`config.mk`:
```
export PLATFORM = sky130hd
export DESIGN_NAME = dbsc_top
export DESIGN_NICKNAME = d
export VERILOG_FILES = /design/src/hw/dbsc_pkg.sv /design/src/hw/dbsc_blink.sv /design/src/hw/dbsc_wrap.sv /design/src/hw/dbsc_top.sv
export SDC_FILE = /design/constraint.sdc
export NUM_CORES = 1
export LEC_CHECK = 0
export BUFFER_PORTS_ARGS = -buffer_cell sky130_fd_sc_hd__buf_4
export CORE_MARGIN = 8
export CORE_UTILIZATION = 48
export CTS_BUF_LIST = sky130_fd_sc_hd__clkbuf_4 sky130_fd_sc_hd__clkbuf_8
export DETAILED_ROUTE_END_ITERATION = 8
export PLACE_DENSITY_LB_ADDON = 0.15
export SYNTH_ARGS = -nofsm -noshare
export SYNTH_HDL_FRONTEND = slang
export SYNTH_SLANG_ARGS = --single-unit
```
`constraint.sdc`:
```
create_clock -name core_clk -period 3.4 [get_ports core_clk]
set_clock_uncertainty 0.2 [all_clocks]
set_input_delay 1.02 -clock core_clk [delete_from_list [all_inputs] [get_ports core_clk]]
set_output_delay 1.02 -clock core_clk [all_outputs]
set_load 0.01 [all_outputs]
```
`src/hw/dbsc_pkg.sv`:
```
// constants shared by the display buffer and scroll configuration block
package dbsc_pkg;
  // register port offsets
  localparam logic [3:0] ADDR_STATUS = 4'h0;
  localparam logic [3:0] ADDR_COMMAND = 4'h1;
  localparam logic [3:0] ADDR_CURSOR_LOW = 4'h2;
  localparam logic [3:0] ADDR_CURSOR_HIGH = 4'h3;
  localparam logic [3:0] ADDR_DATA = 4'h4;
  localparam logic [3:0] ADDR_VCU_CFG = 4'h7;
  localparam logic [3:0] ADDR_FIRST_LOW = 4'h8;
  localparam logic [3:0] ADDR_BOUNDS_HIGH = 4'h9;
  localparam logic [3:0] ADDR_PTR_LOW = 4'ha;
  localparam logic [3:0] ADDR_PTR_HIGH = 4'hb;
  localparam logic [3:0] ADDR_SPLIT_ONE = 4'hc;
  localparam logic [3:0] ADDR_SPLIT_TWO = 4'hd;
  localparam logic [3:0] ADDR_DOUBLE_LINES = 4'he;
  // status bit positions
  localparam int STAT_SPLIT1_BIT = 0;
  localparam int STAT_SPLIT2_BIT = 1;
  localparam int STAT_READY_BIT = 5;
  // field positions
  localparam int CFG_BLINK_EN_BIT = 5;
  localparam int CFG_BLINK_RATE_BIT = 4;
  localparam int PTRH_ZERO_LINES_SCROLL_DOWN_BIT = 7;
  localparam int PTRH_ZERO_LINES_SCROLL_UP_BIT = 6;
  localparam int SPLIT_SCROLL_BIT = 7;
  // pointer access commands
  localparam logic [7:0] CMD_READ_PTR = 8'h01;
  localparam logic [7:0] CMD_WRITE_PTR = 8'h02;
  localparam logic [7:0] CMD_FILL_TO_PTR = 8'h03;
  // buffer geometry: last address is the top nibble over ten set bits
  localparam logic [9:0] LAST_LOW_ONES = 10'h3ff;
  // blink divider taps: frame counter bit 4 gives 1/32, bit 5 gives 1/64
  localparam int BLINK_FAST_TAP = 4;
  localparam int BLINK_SLOW_TAP = 5;
  // double size codes
  localparam logic [1:0] DS_NORMAL = 2'h0;
  localparam logic [1:0] DS_WIDE = 2'h1;
  localparam logic [1:0] DS_WIDE_TOPS = 2'h2;
  localparam logic [1:0] DS_WIDE_BOTS = 2'h3;
  // reset value of every configuration register
  localparam logic [7:0] REG_RESET = 8'h00;
  // clock period and read data latency in cycles
  localparam int CLK_PERIOD_NS = 40;
  localparam int READ_LATENCY_CYC = 1;
  // pointer access sequencer states
  typedef enum logic [4:0] {
    ST_IDLE = 5'b00001,
    ST_READ = 5'b00010,
    ST_CAPTURE = 5'b00100,
    ST_WRITE = 5'b01000,
    ST_FILL = 5'b10000
  } dbsc_state_type;
endpackage

```
`src/hw/dbsc_blink.sv`:
```
// cursor blink divider counting vertical sync pulses
`timescale 1ns/1ps
`default_nettype none
module dbsc_blink (
  // clocking
  input wire logic core_clk,
  input wire logic reset,
  input wire logic ce,
  // frame events and settings
  input wire logic vsync_pulse,
  input wire logic blink_en,
  input wire logic rate_slow,
  // blink phase, high while the cursor shows
  output logic blink_q
);
  import dbsc_pkg::*;
  logic [5:0] frame_cnt_q; // free running frame counter
  logic [5:0] frame_cnt_d;
  logic blink_d;
  assign frame_cnt_d = vsync_pulse ? frame_cnt_q + 6'h01 : frame_cnt_q;
  // a disabled blink keeps the cursor steadily on
  assign blink_d = !blink_en ? 1'b1 :
                   rate_slow ? !frame_cnt_q[BLINK_SLOW_TAP] : !frame_cnt_q[BLINK_FAST_TAP];
  // counter and phase register
  always_ff @(posedge core_clk) begin
    if (reset) begin
      frame_cnt_q <= 6'h00;
      blink_q <= 1'b1;
    end else if (ce) begin
      frame_cnt_q <= frame_cnt_d;
      blink_q <= blink_d;
    end
  end
endmodule
`default_nettype wire

```
`src/hw/dbsc_wrap.sv`:
```
// display address counter with buffer wraparound
`timescale 1ns/1ps
`default_nettype none
module dbsc_wrap (
  // clocking
  input wire logic core_clk,
  input wire logic reset,
  input wire logic ce,
  // raster events
  input wire logic frame_start,
  input wire logic char_adv,
  input wire logic row_end,
  input wire logic screen_end,
  input wire logic start_reloaded,
  input wire logic split_load,
  // addresses
  input wire logic [13:0] screen_start,
  input wire logic [13:0] split_addr,
  input wire logic [11:0] first_addr,
  input wire logic [3:0] last_nib,
  // current display address
  output logic [13:0] disp_addr_q
);
  import dbsc_pkg::*;
  logic [13:0] last_addr;
  logic at_last;
  logic to_start;
  logic [13:0] disp_addr_d;
  assign last_addr = {last_nib, LAST_LOW_ONES};
  assign at_last = disp_addr_q == last_addr;
  // start address wins over wrap at a reloaded row end or at screen end
  assign to_start = (row_end && start_reloaded) || screen_end;
  assign disp_addr_d = frame_start ? screen_start :
                       split_load ? split_addr :
                       !char_adv ? disp_addr_q :
                       !at_last ? disp_addr_q + 14'h0001 :
                       to_start ? screen_start : {2'h0, first_addr};
  // address register
  always_ff @(posedge core_clk) begin
    if (reset) begin
      disp_addr_q <= 14'h0000;
    end else if (ce) begin
      disp_addr_q <= disp_addr_d;
    end
  end
endmodule
`default_nettype wire

```
`src/hw/dbsc_top.sv`:
```
// display buffer bounds, pointer access, blink, underline and scroll config
//
// Added by the designer: the strobed register port and the placing of the registers.
`timescale 1ns/1ps
`default_nettype none
module dbsc_top (
  // clocking
  input wire logic core_clk,
  input wire logic reset,
  input wire logic ce,
  // register port
  input wire logic [3:0] reg_addr,
  input wire logic [7:0] reg_wdata,
  input wire logic reg_wr,
  input wire logic reg_rd,
  output logic [7:0] reg_rdata,
  // buffer memory port for pointer accesses
  output logic [13:0] mem_addr,
  output logic [7:0] mem_wdata,
  output logic mem_we,
  output logic mem_re,
  input wire logic [7:0] mem_rdata,
  // raster timing inputs
  input wire logic blank,
  input wire logic vsync_pulse,
  input wire logic frame_start,
  input wire logic char_adv,
  input wire logic row_end,
  input wire logic screen_end,
  input wire logic start_reloaded,
  input wire logic first_line,
  input wire logic [6:0] row_index,
  input wire logic [3:0] line_count,
  input wire logic partial_row,
  input wire logic scroll_down,
  input wire logic split_load,
  input wire logic [13:0] screen_start,
  input wire logic [13:0] split_addr,
  // display outputs
  output logic [13:0] disp_addr,
  output logic address_underline_shared_pin,
  output logic address_double_width_shared_pin,
  output logic [3:0] line_address,
  output logic [3:0] scroll_offset,
  output logic [1:0] row_double,
  output logic cursor_blink
);
  import dbsc_pkg::*;

  // configuration registers
  logic [7:0] vsync_cursor_underline_cfg_q;
  logic [7:0] buffer_first_address_low_q;
  logic [7:0] buffer_bounds_high_q;
  logic [7:0] pointer_address_low_q;
  logic [7:0] pointer_high_and_scroll_zero_q;
  logic [7:0] split_row_one_scroll_start_q;
  logic [7:0] split_row_two_scroll_end_q;
  logic [7:0] double_size_and_scroll_lines_q;
  logic [13:0] cursor_q; // start of the fill command
  logic [7:0] data_q; // write data and captured read data
  logic [1:0] split_stat_q; // sticky split status bits
  dbsc_state_type state_q;
  dbsc_state_type state_d;
  logic blank_q; // previous blank sample for edge detect
  logic ul_phase_q; // pins carry timing signals, not address
  logic [1:0] dw_cond_q; // double size code of current row
  logic [13:0] disp_addr_q;

  // output registers
  logic [7:0] reg_rdata_q;
  logic [13:0] mem_addr_q;
  logic mem_we_q;
  logic mem_re_q;
  logic ul_pin_q;
  logic dw_pin_q;
  logic [3:0] line_address_q;
  logic [3:0] scroll_offset_q;
  logic blink_q;

  // decode helper used for every register select
  function automatic logic hit(input logic [3:0] a, input logic [3:0] off);
    hit = a == off;
  endfunction

  // field extraction
  wire [13:0] pointer = {pointer_high_and_scroll_zero_q[5:0], pointer_address_low_q};
  wire [11:0] first_addr = {buffer_bounds_high_q[3:0], buffer_first_address_low_q};
  wire [3:0] last_nib = buffer_bounds_high_q[7:4];
  wire zero_lines_scroll_down = pointer_high_and_scroll_zero_q[PTRH_ZERO_LINES_SCROLL_DOWN_BIT];
  wire zero_lines_scroll_up = pointer_high_and_scroll_zero_q[PTRH_ZERO_LINES_SCROLL_UP_BIT];
  wire scroll_start = split_row_one_scroll_start_q[SPLIT_SCROLL_BIT];
  wire scroll_end = split_row_two_scroll_end_q[SPLIT_SCROLL_BIT];
  wire [6:0] split_one = split_row_one_scroll_start_q[6:0];
  wire [6:0] split_two = split_row_two_scroll_end_q[6:0];
  wire [1:0] double_one = double_size_and_scroll_lines_q[7:6];
  wire [1:0] double_two = double_size_and_scroll_lines_q[5:4];
  wire [3:0] lines_to_scroll_field = double_size_and_scroll_lines_q[3:0];
  wire [3:0] underline_line = vsync_cursor_underline_cfg_q[3:0];

  // register port decode
  wire is_idle = state_q == ST_IDLE;
  wire pointer_ready_flag = is_idle;
  wire wr_status = reg_wr && hit(reg_addr, ADDR_STATUS);
  wire wr_command = reg_wr && hit(reg_addr, ADDR_COMMAND);
  wire cmd_read = wr_command && is_idle && reg_wdata == CMD_READ_PTR;
  wire cmd_write = wr_command && is_idle && reg_wdata == CMD_WRITE_PTR;
  wire cmd_fill = wr_command && is_idle && reg_wdata == CMD_FILL_TO_PTR;
  // pointer writes while busy are refused so a running command keeps its target
  wire ptr_lock = !is_idle;
  wire [7:0] status_word = {2'h0, pointer_ready_flag, 3'h0, split_stat_q};

  // read data selection, unmapped offsets read zero
  wire [7:0] rd_mux =
    hit(reg_addr, ADDR_STATUS) ? status_word :
    hit(reg_addr, ADDR_CURSOR_LOW) ? cursor_q[7:0] :
    hit(reg_addr, ADDR_CURSOR_HIGH) ? {2'h0, cursor_q[13:8]} :
    hit(reg_addr, ADDR_DATA) ? data_q :
    hit(reg_addr, ADDR_VCU_CFG) ? vsync_cursor_underline_cfg_q :
    hit(reg_addr, ADDR_FIRST_LOW) ? buffer_first_address_low_q :
    hit(reg_addr, ADDR_BOUNDS_HIGH) ? buffer_bounds_high_q :
    hit(reg_addr, ADDR_PTR_LOW) ? pointer_address_low_q :
    hit(reg_addr, ADDR_PTR_HIGH) ? pointer_high_and_scroll_zero_q :
    hit(reg_addr, ADDR_SPLIT_ONE) ? split_row_one_scroll_start_q :
    hit(reg_addr, ADDR_SPLIT_TWO) ? split_row_two_scroll_end_q :
    hit(reg_addr, ADDR_DOUBLE_LINES) ? double_size_and_scroll_lines_q : 8'h00;

  // split row match at line zero; field n compares with zero-based row n
  wire split1_hit = first_line && row_index == split_one;
  wire split2_hit = first_line && row_index == split_two;
  // set wins over a write-one clear in the same cycle
  wire [1:0] split_stat_d = (split_stat_q & ~(wr_status ? reg_wdata[1:0] : 2'h0))
                            | {split2_hit, split1_hit};

  // blank edges steer the shared pins
  wire blank_fall = blank_q && !blank;
  wire blank_rise = !blank_q && blank;
  wire ul_phase_d = blank_fall ? 1'b1 : blank_rise ? 1'b0 : ul_phase_q;
  wire ul_hit = line_count == underline_line;
  wire ul_pin_d = ul_phase_d ? ul_hit : disp_addr_q[10];
  // every non-normal code is one of the double width variants
  wire [1:0] dw_cond_d = split1_hit ? double_one : split2_hit ? double_two : dw_cond_q;
  wire dw_wide = dw_cond_d != DS_NORMAL;
  wire dw_pin_d = ul_phase_d ? dw_wide : disp_addr_q[9];

  // partial row forcing: down and up both force line address zero
  wire force_down = partial_row && scroll_down && zero_lines_scroll_down;
  wire force_up = partial_row && !scroll_down && zero_lines_scroll_up;
  wire [3:0] line_address_d = (force_down || force_up) ? 4'h0 : line_count;
  wire scroll_on = scroll_start && scroll_end;
  wire [3:0] scroll_offset_d = scroll_on ? lines_to_scroll_field : 4'h0;

  // pointer access sequencer next state
  wire fill_done = mem_addr_q == pointer;
  always_comb begin
    state_d = state_q;
    case (state_q)
      ST_IDLE: begin
        if (cmd_read) begin
          state_d = ST_READ;
        end else if (cmd_write) begin
          state_d = ST_WRITE;
        end else if (cmd_fill) begin
          state_d = ST_FILL;
        end
      end
      ST_READ: state_d = ST_CAPTURE; // memory answers one cycle after the strobe
      ST_CAPTURE: state_d = ST_IDLE;
      ST_WRITE: state_d = ST_IDLE;
      ST_FILL: begin
        if (fill_done) begin
          state_d = ST_IDLE; // pointer is the last location written
        end
      end
      default: state_d = ST_IDLE;
    endcase
  end

  // memory port values for the next cycle
  wire [13:0] mem_addr_d =
    (cmd_read || cmd_write) ? pointer :
    cmd_fill ? cursor_q :
    (state_q == ST_FILL && !fill_done) ? mem_addr_q + 14'h0001 : mem_addr_q;
  wire mem_we_d = cmd_write || cmd_fill || (state_q == ST_FILL && !fill_done);
  wire mem_re_d = cmd_read;

  // configuration register writes
  always_ff @(posedge core_clk) begin
    if (reset) begin
      vsync_cursor_underline_cfg_q <= REG_RESET;
      buffer_first_address_low_q <= REG_RESET;
      buffer_bounds_high_q <= REG_RESET;
      split_row_one_scroll_start_q <= REG_RESET;
      split_row_two_scroll_end_q <= REG_RESET;
      double_size_and_scroll_lines_q <= REG_RESET;
    end else if (ce && reg_wr) begin
      if (hit(reg_addr, ADDR_VCU_CFG)) vsync_cursor_underline_cfg_q <= reg_wdata;
      if (hit(reg_addr, ADDR_FIRST_LOW)) buffer_first_address_low_q <= reg_wdata;
      if (hit(reg_addr, ADDR_BOUNDS_HIGH)) buffer_bounds_high_q <= reg_wdata;
      if (hit(reg_addr, ADDR_SPLIT_ONE)) split_row_one_scroll_start_q <= reg_wdata;
      if (hit(reg_addr, ADDR_SPLIT_TWO)) split_row_two_scroll_end_q <= reg_wdata;
      if (hit(reg_addr, ADDR_DOUBLE_LINES)) double_size_and_scroll_lines_q <= reg_wdata;
    end
  end

  // pointer, cursor and data registers
  always_ff @(posedge core_clk) begin
    if (reset) begin
      pointer_address_low_q <= REG_RESET;
      pointer_high_and_scroll_zero_q <= REG_RESET;
      cursor_q <= 14'h0000;
      data_q <= REG_RESET;
    end else if (ce) begin
      if (reg_wr && !ptr_lock && hit(reg_addr, ADDR_PTR_LOW)) pointer_address_low_q <= reg_wdata;
      if (reg_wr && hit(reg_addr, ADDR_PTR_HIGH)) begin
        // zero-line bits stay writable, pointer bits only when ready
        pointer_high_and_scroll_zero_q[7:6] <= reg_wdata[7:6];
        if (!ptr_lock) pointer_high_and_scroll_zero_q[5:0] <= reg_wdata[5:0];
      end
      if (reg_wr && hit(reg_addr, ADDR_CURSOR_LOW)) cursor_q[7:0] <= reg_wdata;
      if (reg_wr && hit(reg_addr, ADDR_CURSOR_HIGH)) cursor_q[13:8] <= reg_wdata[5:0];
      if (state_q == ST_CAPTURE) begin
        data_q <= mem_rdata;
      end else if (reg_wr && hit(reg_addr, ADDR_DATA)) begin
        data_q <= reg_wdata;
      end
    end
  end

  // sequencer and memory port
  always_ff @(posedge core_clk) begin
    if (reset) begin
      state_q <= ST_IDLE;
      mem_addr_q <= 14'h0000;
      mem_we_q <= 1'b0;
      mem_re_q <= 1'b0;
    end else if (ce) begin
      state_q <= state_d;
      mem_addr_q <= mem_addr_d;
      mem_we_q <= mem_we_d;
      mem_re_q <= mem_re_d;
    end
  end

  // display side registers
  always_ff @(posedge core_clk) begin
    if (reset) begin
      reg_rdata_q <= 8'h00;
      split_stat_q <= 2'h0;
      blank_q <= 1'b1;
      ul_phase_q <= 1'b0;
      dw_cond_q <= DS_NORMAL;
      ul_pin_q <= 1'b0;
      dw_pin_q <= 1'b0;
      line_address_q <= 4'h0;
      scroll_offset_q <= 4'h0;
    end else if (ce) begin
      reg_rdata_q <= reg_rd ? rd_mux : 8'h00;
      split_stat_q <= split_stat_d;
      blank_q <= blank;
      ul_phase_q <= ul_phase_d;
      dw_cond_q <= dw_cond_d; // held until the next split changes it
      ul_pin_q <= ul_pin_d;
      dw_pin_q <= dw_pin_d;
      line_address_q <= line_address_d;
      scroll_offset_q <= scroll_offset_d;
    end
  end

  // cursor blink divider
  dbsc_blink u_blink (
    .core_clk(core_clk),
    .reset(reset),
    .ce(ce),
    .vsync_pulse(vsync_pulse),
    .blink_en(vsync_cursor_underline_cfg_q[CFG_BLINK_EN_BIT]),
    .rate_slow(vsync_cursor_underline_cfg_q[CFG_BLINK_RATE_BIT]),
    .blink_q(blink_q)
  );

  // display address with wraparound; split loads may leave the bounds
  dbsc_wrap u_wrap (
    .core_clk(core_clk),
    .reset(reset),
    .ce(ce),
    .frame_start(frame_start),
    .char_adv(char_adv),
    .row_end(row_end),
    .screen_end(screen_end),
    .start_reloaded(start_reloaded),
    .split_load(split_load),
    .screen_start(screen_start),
    .split_addr(split_addr),
    .first_addr(first_addr),
    .last_nib(last_nib),
    .disp_addr_q(disp_addr_q)
  );

  // outputs, all from flops
  assign reg_rdata = reg_rdata_q;
  assign mem_addr = mem_addr_q;
  assign mem_wdata = data_q;
  assign mem_we = mem_we_q;
  assign mem_re = mem_re_q;
  assign disp_addr = disp_addr_q;
  assign address_underline_shared_pin = ul_pin_q;
  assign address_double_width_shared_pin = dw_pin_q;
  assign line_address = line_address_q;
  assign scroll_offset = scroll_offset_q;
  assign row_double = dw_cond_q;
  assign cursor_blink = blink_q;
endmodule
`default_nettype wire

```
==> impl_metrics.py <==
metrics = {
    "outcome": {
        "status": "complete, no violations",
    },
    "floorplan": {
        "rows": 49,
        "core_sq_um": 18000,
        "boundaryPins": 134,
        "die_h_um": 152,
        "die_w_um": 152,
        "start_util_pct": 48.9,
        "dieArea_sq_um": 23000,
    },
    "grt": {
        "grt-busiest-layer": "met2",
        "antenna_found_initial": 0,
        "gr-total-overflow": 0,
        "globalRouteMet3Util_pct": 5.26,
        "grt_pass1_vias": 8127,
        "track_usage_pct": 25.6,
        "met1_usage_pct": 32.3,
        "grt_first_pass_wirelength_um": 45700,
        "grt_max_degree": 60,
        "grtUsageMet2_pct": 42.1,
    },
    "detailed_routing": {
        "wl_per_cell_um": 21.4,
        "drt_drc_violations_left": 0,
        "vias": 8476,
        "vias_per_cell": 6.12,
        "wl_um": 29600,
        "drtIter0Drc": 857,
        "dr.pass1.iters": 5,
        "drtAntennaViolNets": 0,
    },
    "synth": {
        "synth_xor_area_share_pct": 6.16,
        "yosys.area_share.adder_pct": 0.539,
        "synth_top_area_cell": "dfxtp_1",
        "yosys-top-cells-area": "dfxtp_1 34%, mux2i_1 8.6%, nor2_1 4.6%, nand2_1 4.1%, xor2_1 3.9%",
        "async_flop_share_pct": 0,
        "synth_nets": 1121,
        "yosys.area_share.simple_pct": 21.4,
        "ys_seq_area_share_pct": 34.5,
        "postSynthAreaPerCell_sq_um": 8.46,
        "synth_edf_count": 0,
        "ys_ff_latch": 152,
        "synth.area.mux_share_pct": 11.0,
        "ys_top_cells_by_count": "152 x dfxtp_1, 107 x nor2_1, 96 x nand2_1",
        "yosys.area.top_type_share_pct": 34.5,
        "synth_compound_area_share_pct": 21.8,
        "syn-cell-area_sq_um": 8820,
        "yosysWarningCount": 0,
        "yosysUniqueCellTypes": 85,
        "synthCells": 1043,
        "synth_flop_cell": "dfxtp_1",
        "yosysMostFrequentCell": "dfxtp_1",
        "synth_top_family_by_area": "compound AO/OA/AOI/OAI gates",
    },
    "layout": {
        "drive_gt1_share_pct": 21.3,
        "n_fill_cell": 1717,
        "finalInstanceArea_sq_um": 10300,
        "syn_to_final_growth_pct": 17.2,
        "antenna_cells": 0,
        "seq_area_sq_um": 3040,
        "multiInputGateArea_sq_um": 5380,
        "fin_nets": 1221,
    },
    "sta": {
        "fmax_mhz": 376,
        "tightest_slew_ps": 698,
        "slew_headroom_pct": 53.0,
        "tns_ps": 0,
        "setup_viol_count_final": 0,
        "slew_viol_final": 0,
        "post-route-period-util_pct": 78.2,
        "hold_violations": 0,
        "min_period_ps": 2660,
        "rsz0062_at_grt": "false",
    },
    "placed_design": {
        "place_area_sq_um": 9930,
        "portBuffers": 133,
        "dpl.hpwl_um": 22000,
        "place.gp.congestion": 0.955,
    },
    "clock_network": {
        "numCtsBuffers": 17,
        "cts_setup_buffers": 0,
        "cts-root-buf": "clkbuf_8",
        "clockBufferDepth": 2,
        "clock_sinks": 152,
        "cts_hold_buf": 0,
        "clock_latency_ps": 460,
        "clkTransAtPathRegs_ps": 90,
        "cts_resized": 0,
        "tritoncts": "built",
        "h-tree-depth": 4,
    },
    "setup_path": {
        "crit_arrival_ps": 2820,
        "cp_cell_sequence": "buf_4 -> nor4b_4 -> nand4_4 -> buf_4 -> nor2_2 -> a22oi_1 -> a221oi_2",
        "crit_top_cell": "buf_4",
        "path_class": "input port to flop",
        "reg2reg_slack_ps": 900,
        "path_max_fanout": 23,
        "cpMaxStageDelayCell": "nor4b_4",
        "worstPathRequired_ps": 3570,
        "critPathMaxStageDelay_ps": 410,
        "startpoint_type": "input port",
        "end_kind": "flop",
    },
    "pwr": {
        "irDropWorstVdd_mv": 0.262,
        "leakage_nw": 3.93,
        "powerDensity_nw_per_um2": 365,
    },
    "flow_run": {
        "maxCapViolCount": 0,
    },
    "hold_path": {
        "worstHoldPathType": "flop to flop",
    },
}
logic make-up after synthesis:
kind of cell | Yosys count
DFF | 152
adders and majority gates | 4
AOI/OAI and AO/OA | 280
xor gates and xnor gates | 62
muxes | 95
buffers and inverters | 88
and+or+nand+nor | 362
report_power, final:
group	leakage (nW)	internal [mW]	total [mW]	switching (mW)
sequential	1.23	1.81	1.85	0.0449
clock	0.204	0.699	1.43	0.728
combinational	2.49	0.203	0.496	0.293
metal layers:
metal,wire (um),vias to the layer above
met1,12800,4033
met4,888,0
li1,-,4046
met3,1900,69
met5,0,-
met2,14100,328
stage by stage:
stage | total power [mW] | std cells | utilization (%) | hold slack, ps | worst slack (ps)
CTS | 3.80 | 1385 | 57.4 | 270 | 786
floorplan | 2.17 | 1043 | - | 244 | 679
global placement | 2.38 | 1353 | 55.1 | 248 | 385
finish | 3.78 | 1385 | 57.4 | 264 | 742
detailed placement | 2.39 | 1353 | 55.1 | 256 | 287
global route | 3.92 | 1385 | 57.4 | 285 | 576
registers in the layout (all words and copies together), names as in the netlist, 5 cells and up:
| signal | flops |
|---|---|
| split_row_two_scroll_end_q | 8 |
| mem_wdata | 8 |
| u_blink.frame_cnt_q | 6 |
| pointer_address_low_q | 8 |
| u_wrap.disp_addr_q | 14 |
| pointer_high_and_scroll_zero_q | 8 |
| mem_addr | 14 |
| vsync_cursor_underline_cfg_q | 8 |
| cursor_q | 14 |
| split_row_one_scroll_start_q | 8 |
| double_size_and_scroll_lines_q | 8 |
| state_q | 5 |
| buffer_bounds_high_q | 8 |
| buffer_first_address_low_q | 8 |
| reg_rdata | 8 |
cells in the final DEF, fill, tap and decap left out, types with 8 or more instances in the layout:
master / netlist / layout
nand2_1: 96 / 96
a221oi_1: 12 / 12
nor2b_1: 9 / 9
a22oi_1: 16 / 16
nand4_1: 17 / 17
o211ai_1: 8 / 8
inv_1: 10 / 10
dfxtp_1: 152 / 152
nor3_1: 15 / 15
a22o_1: 8 / 8
or3_1: 10 / 10
o221ai_1: 12 / 12
mux2i_1: 76 / 76
clkbuf_8: 0 / 19
xor2_1: 39 / 39
a21oi_1: 66 / 66
nor2_1: 107 / 107
a211oi_1: 11 / 11
xnor2_1: 23 / 23
mux2_2: 19 / 19
o22ai_1: 11 / 11
buf_4: 1 / 157
nand3_1: 35 / 35
a31oi_1: 8 / 8
o21ai_0: 62 / 62
worst max-delay path: cells and delay by family:
family / cells / cell delay (ps)
AOI/OAI and AO/OA: 2 / 460
and+or+nand+nor: 3 / 850
buffers and inverters: 2 / 480
final timing paths:
path | startpoint | endpoint | depth (start not counted)
max reg2reg | u_wrap.disp_addr_q[0]$_SDFFE_PP0P_ | u_wrap.disp_addr_q[0]$_SDFFE_PP0P_ | 5
max | reg_addr[0] | mem_addr[4]$_SDFFE_PP0P_ | 7
min reg2reg | scroll_offset[0]$_SDFFE_PP0P_ | scroll_offset[0]$_SDFFE_PP0P_ | 2
min | scroll_offset[0]$_SDFFE_PP0P_ | scroll_offset[0]$_SDFFE_PP0P_ | 2
area by class of cell:
class,count,share of cell area (%)
multi-input cells,803,52.0
flip-flops and latches,152,29.4
repair buffers,157,11.4
well taps,229,2.77
clock buffers,19,2.53
clock inverters,13,1.40
inverters,12,0.436
No activity file was read; power rests on OpenSTA's default activity.
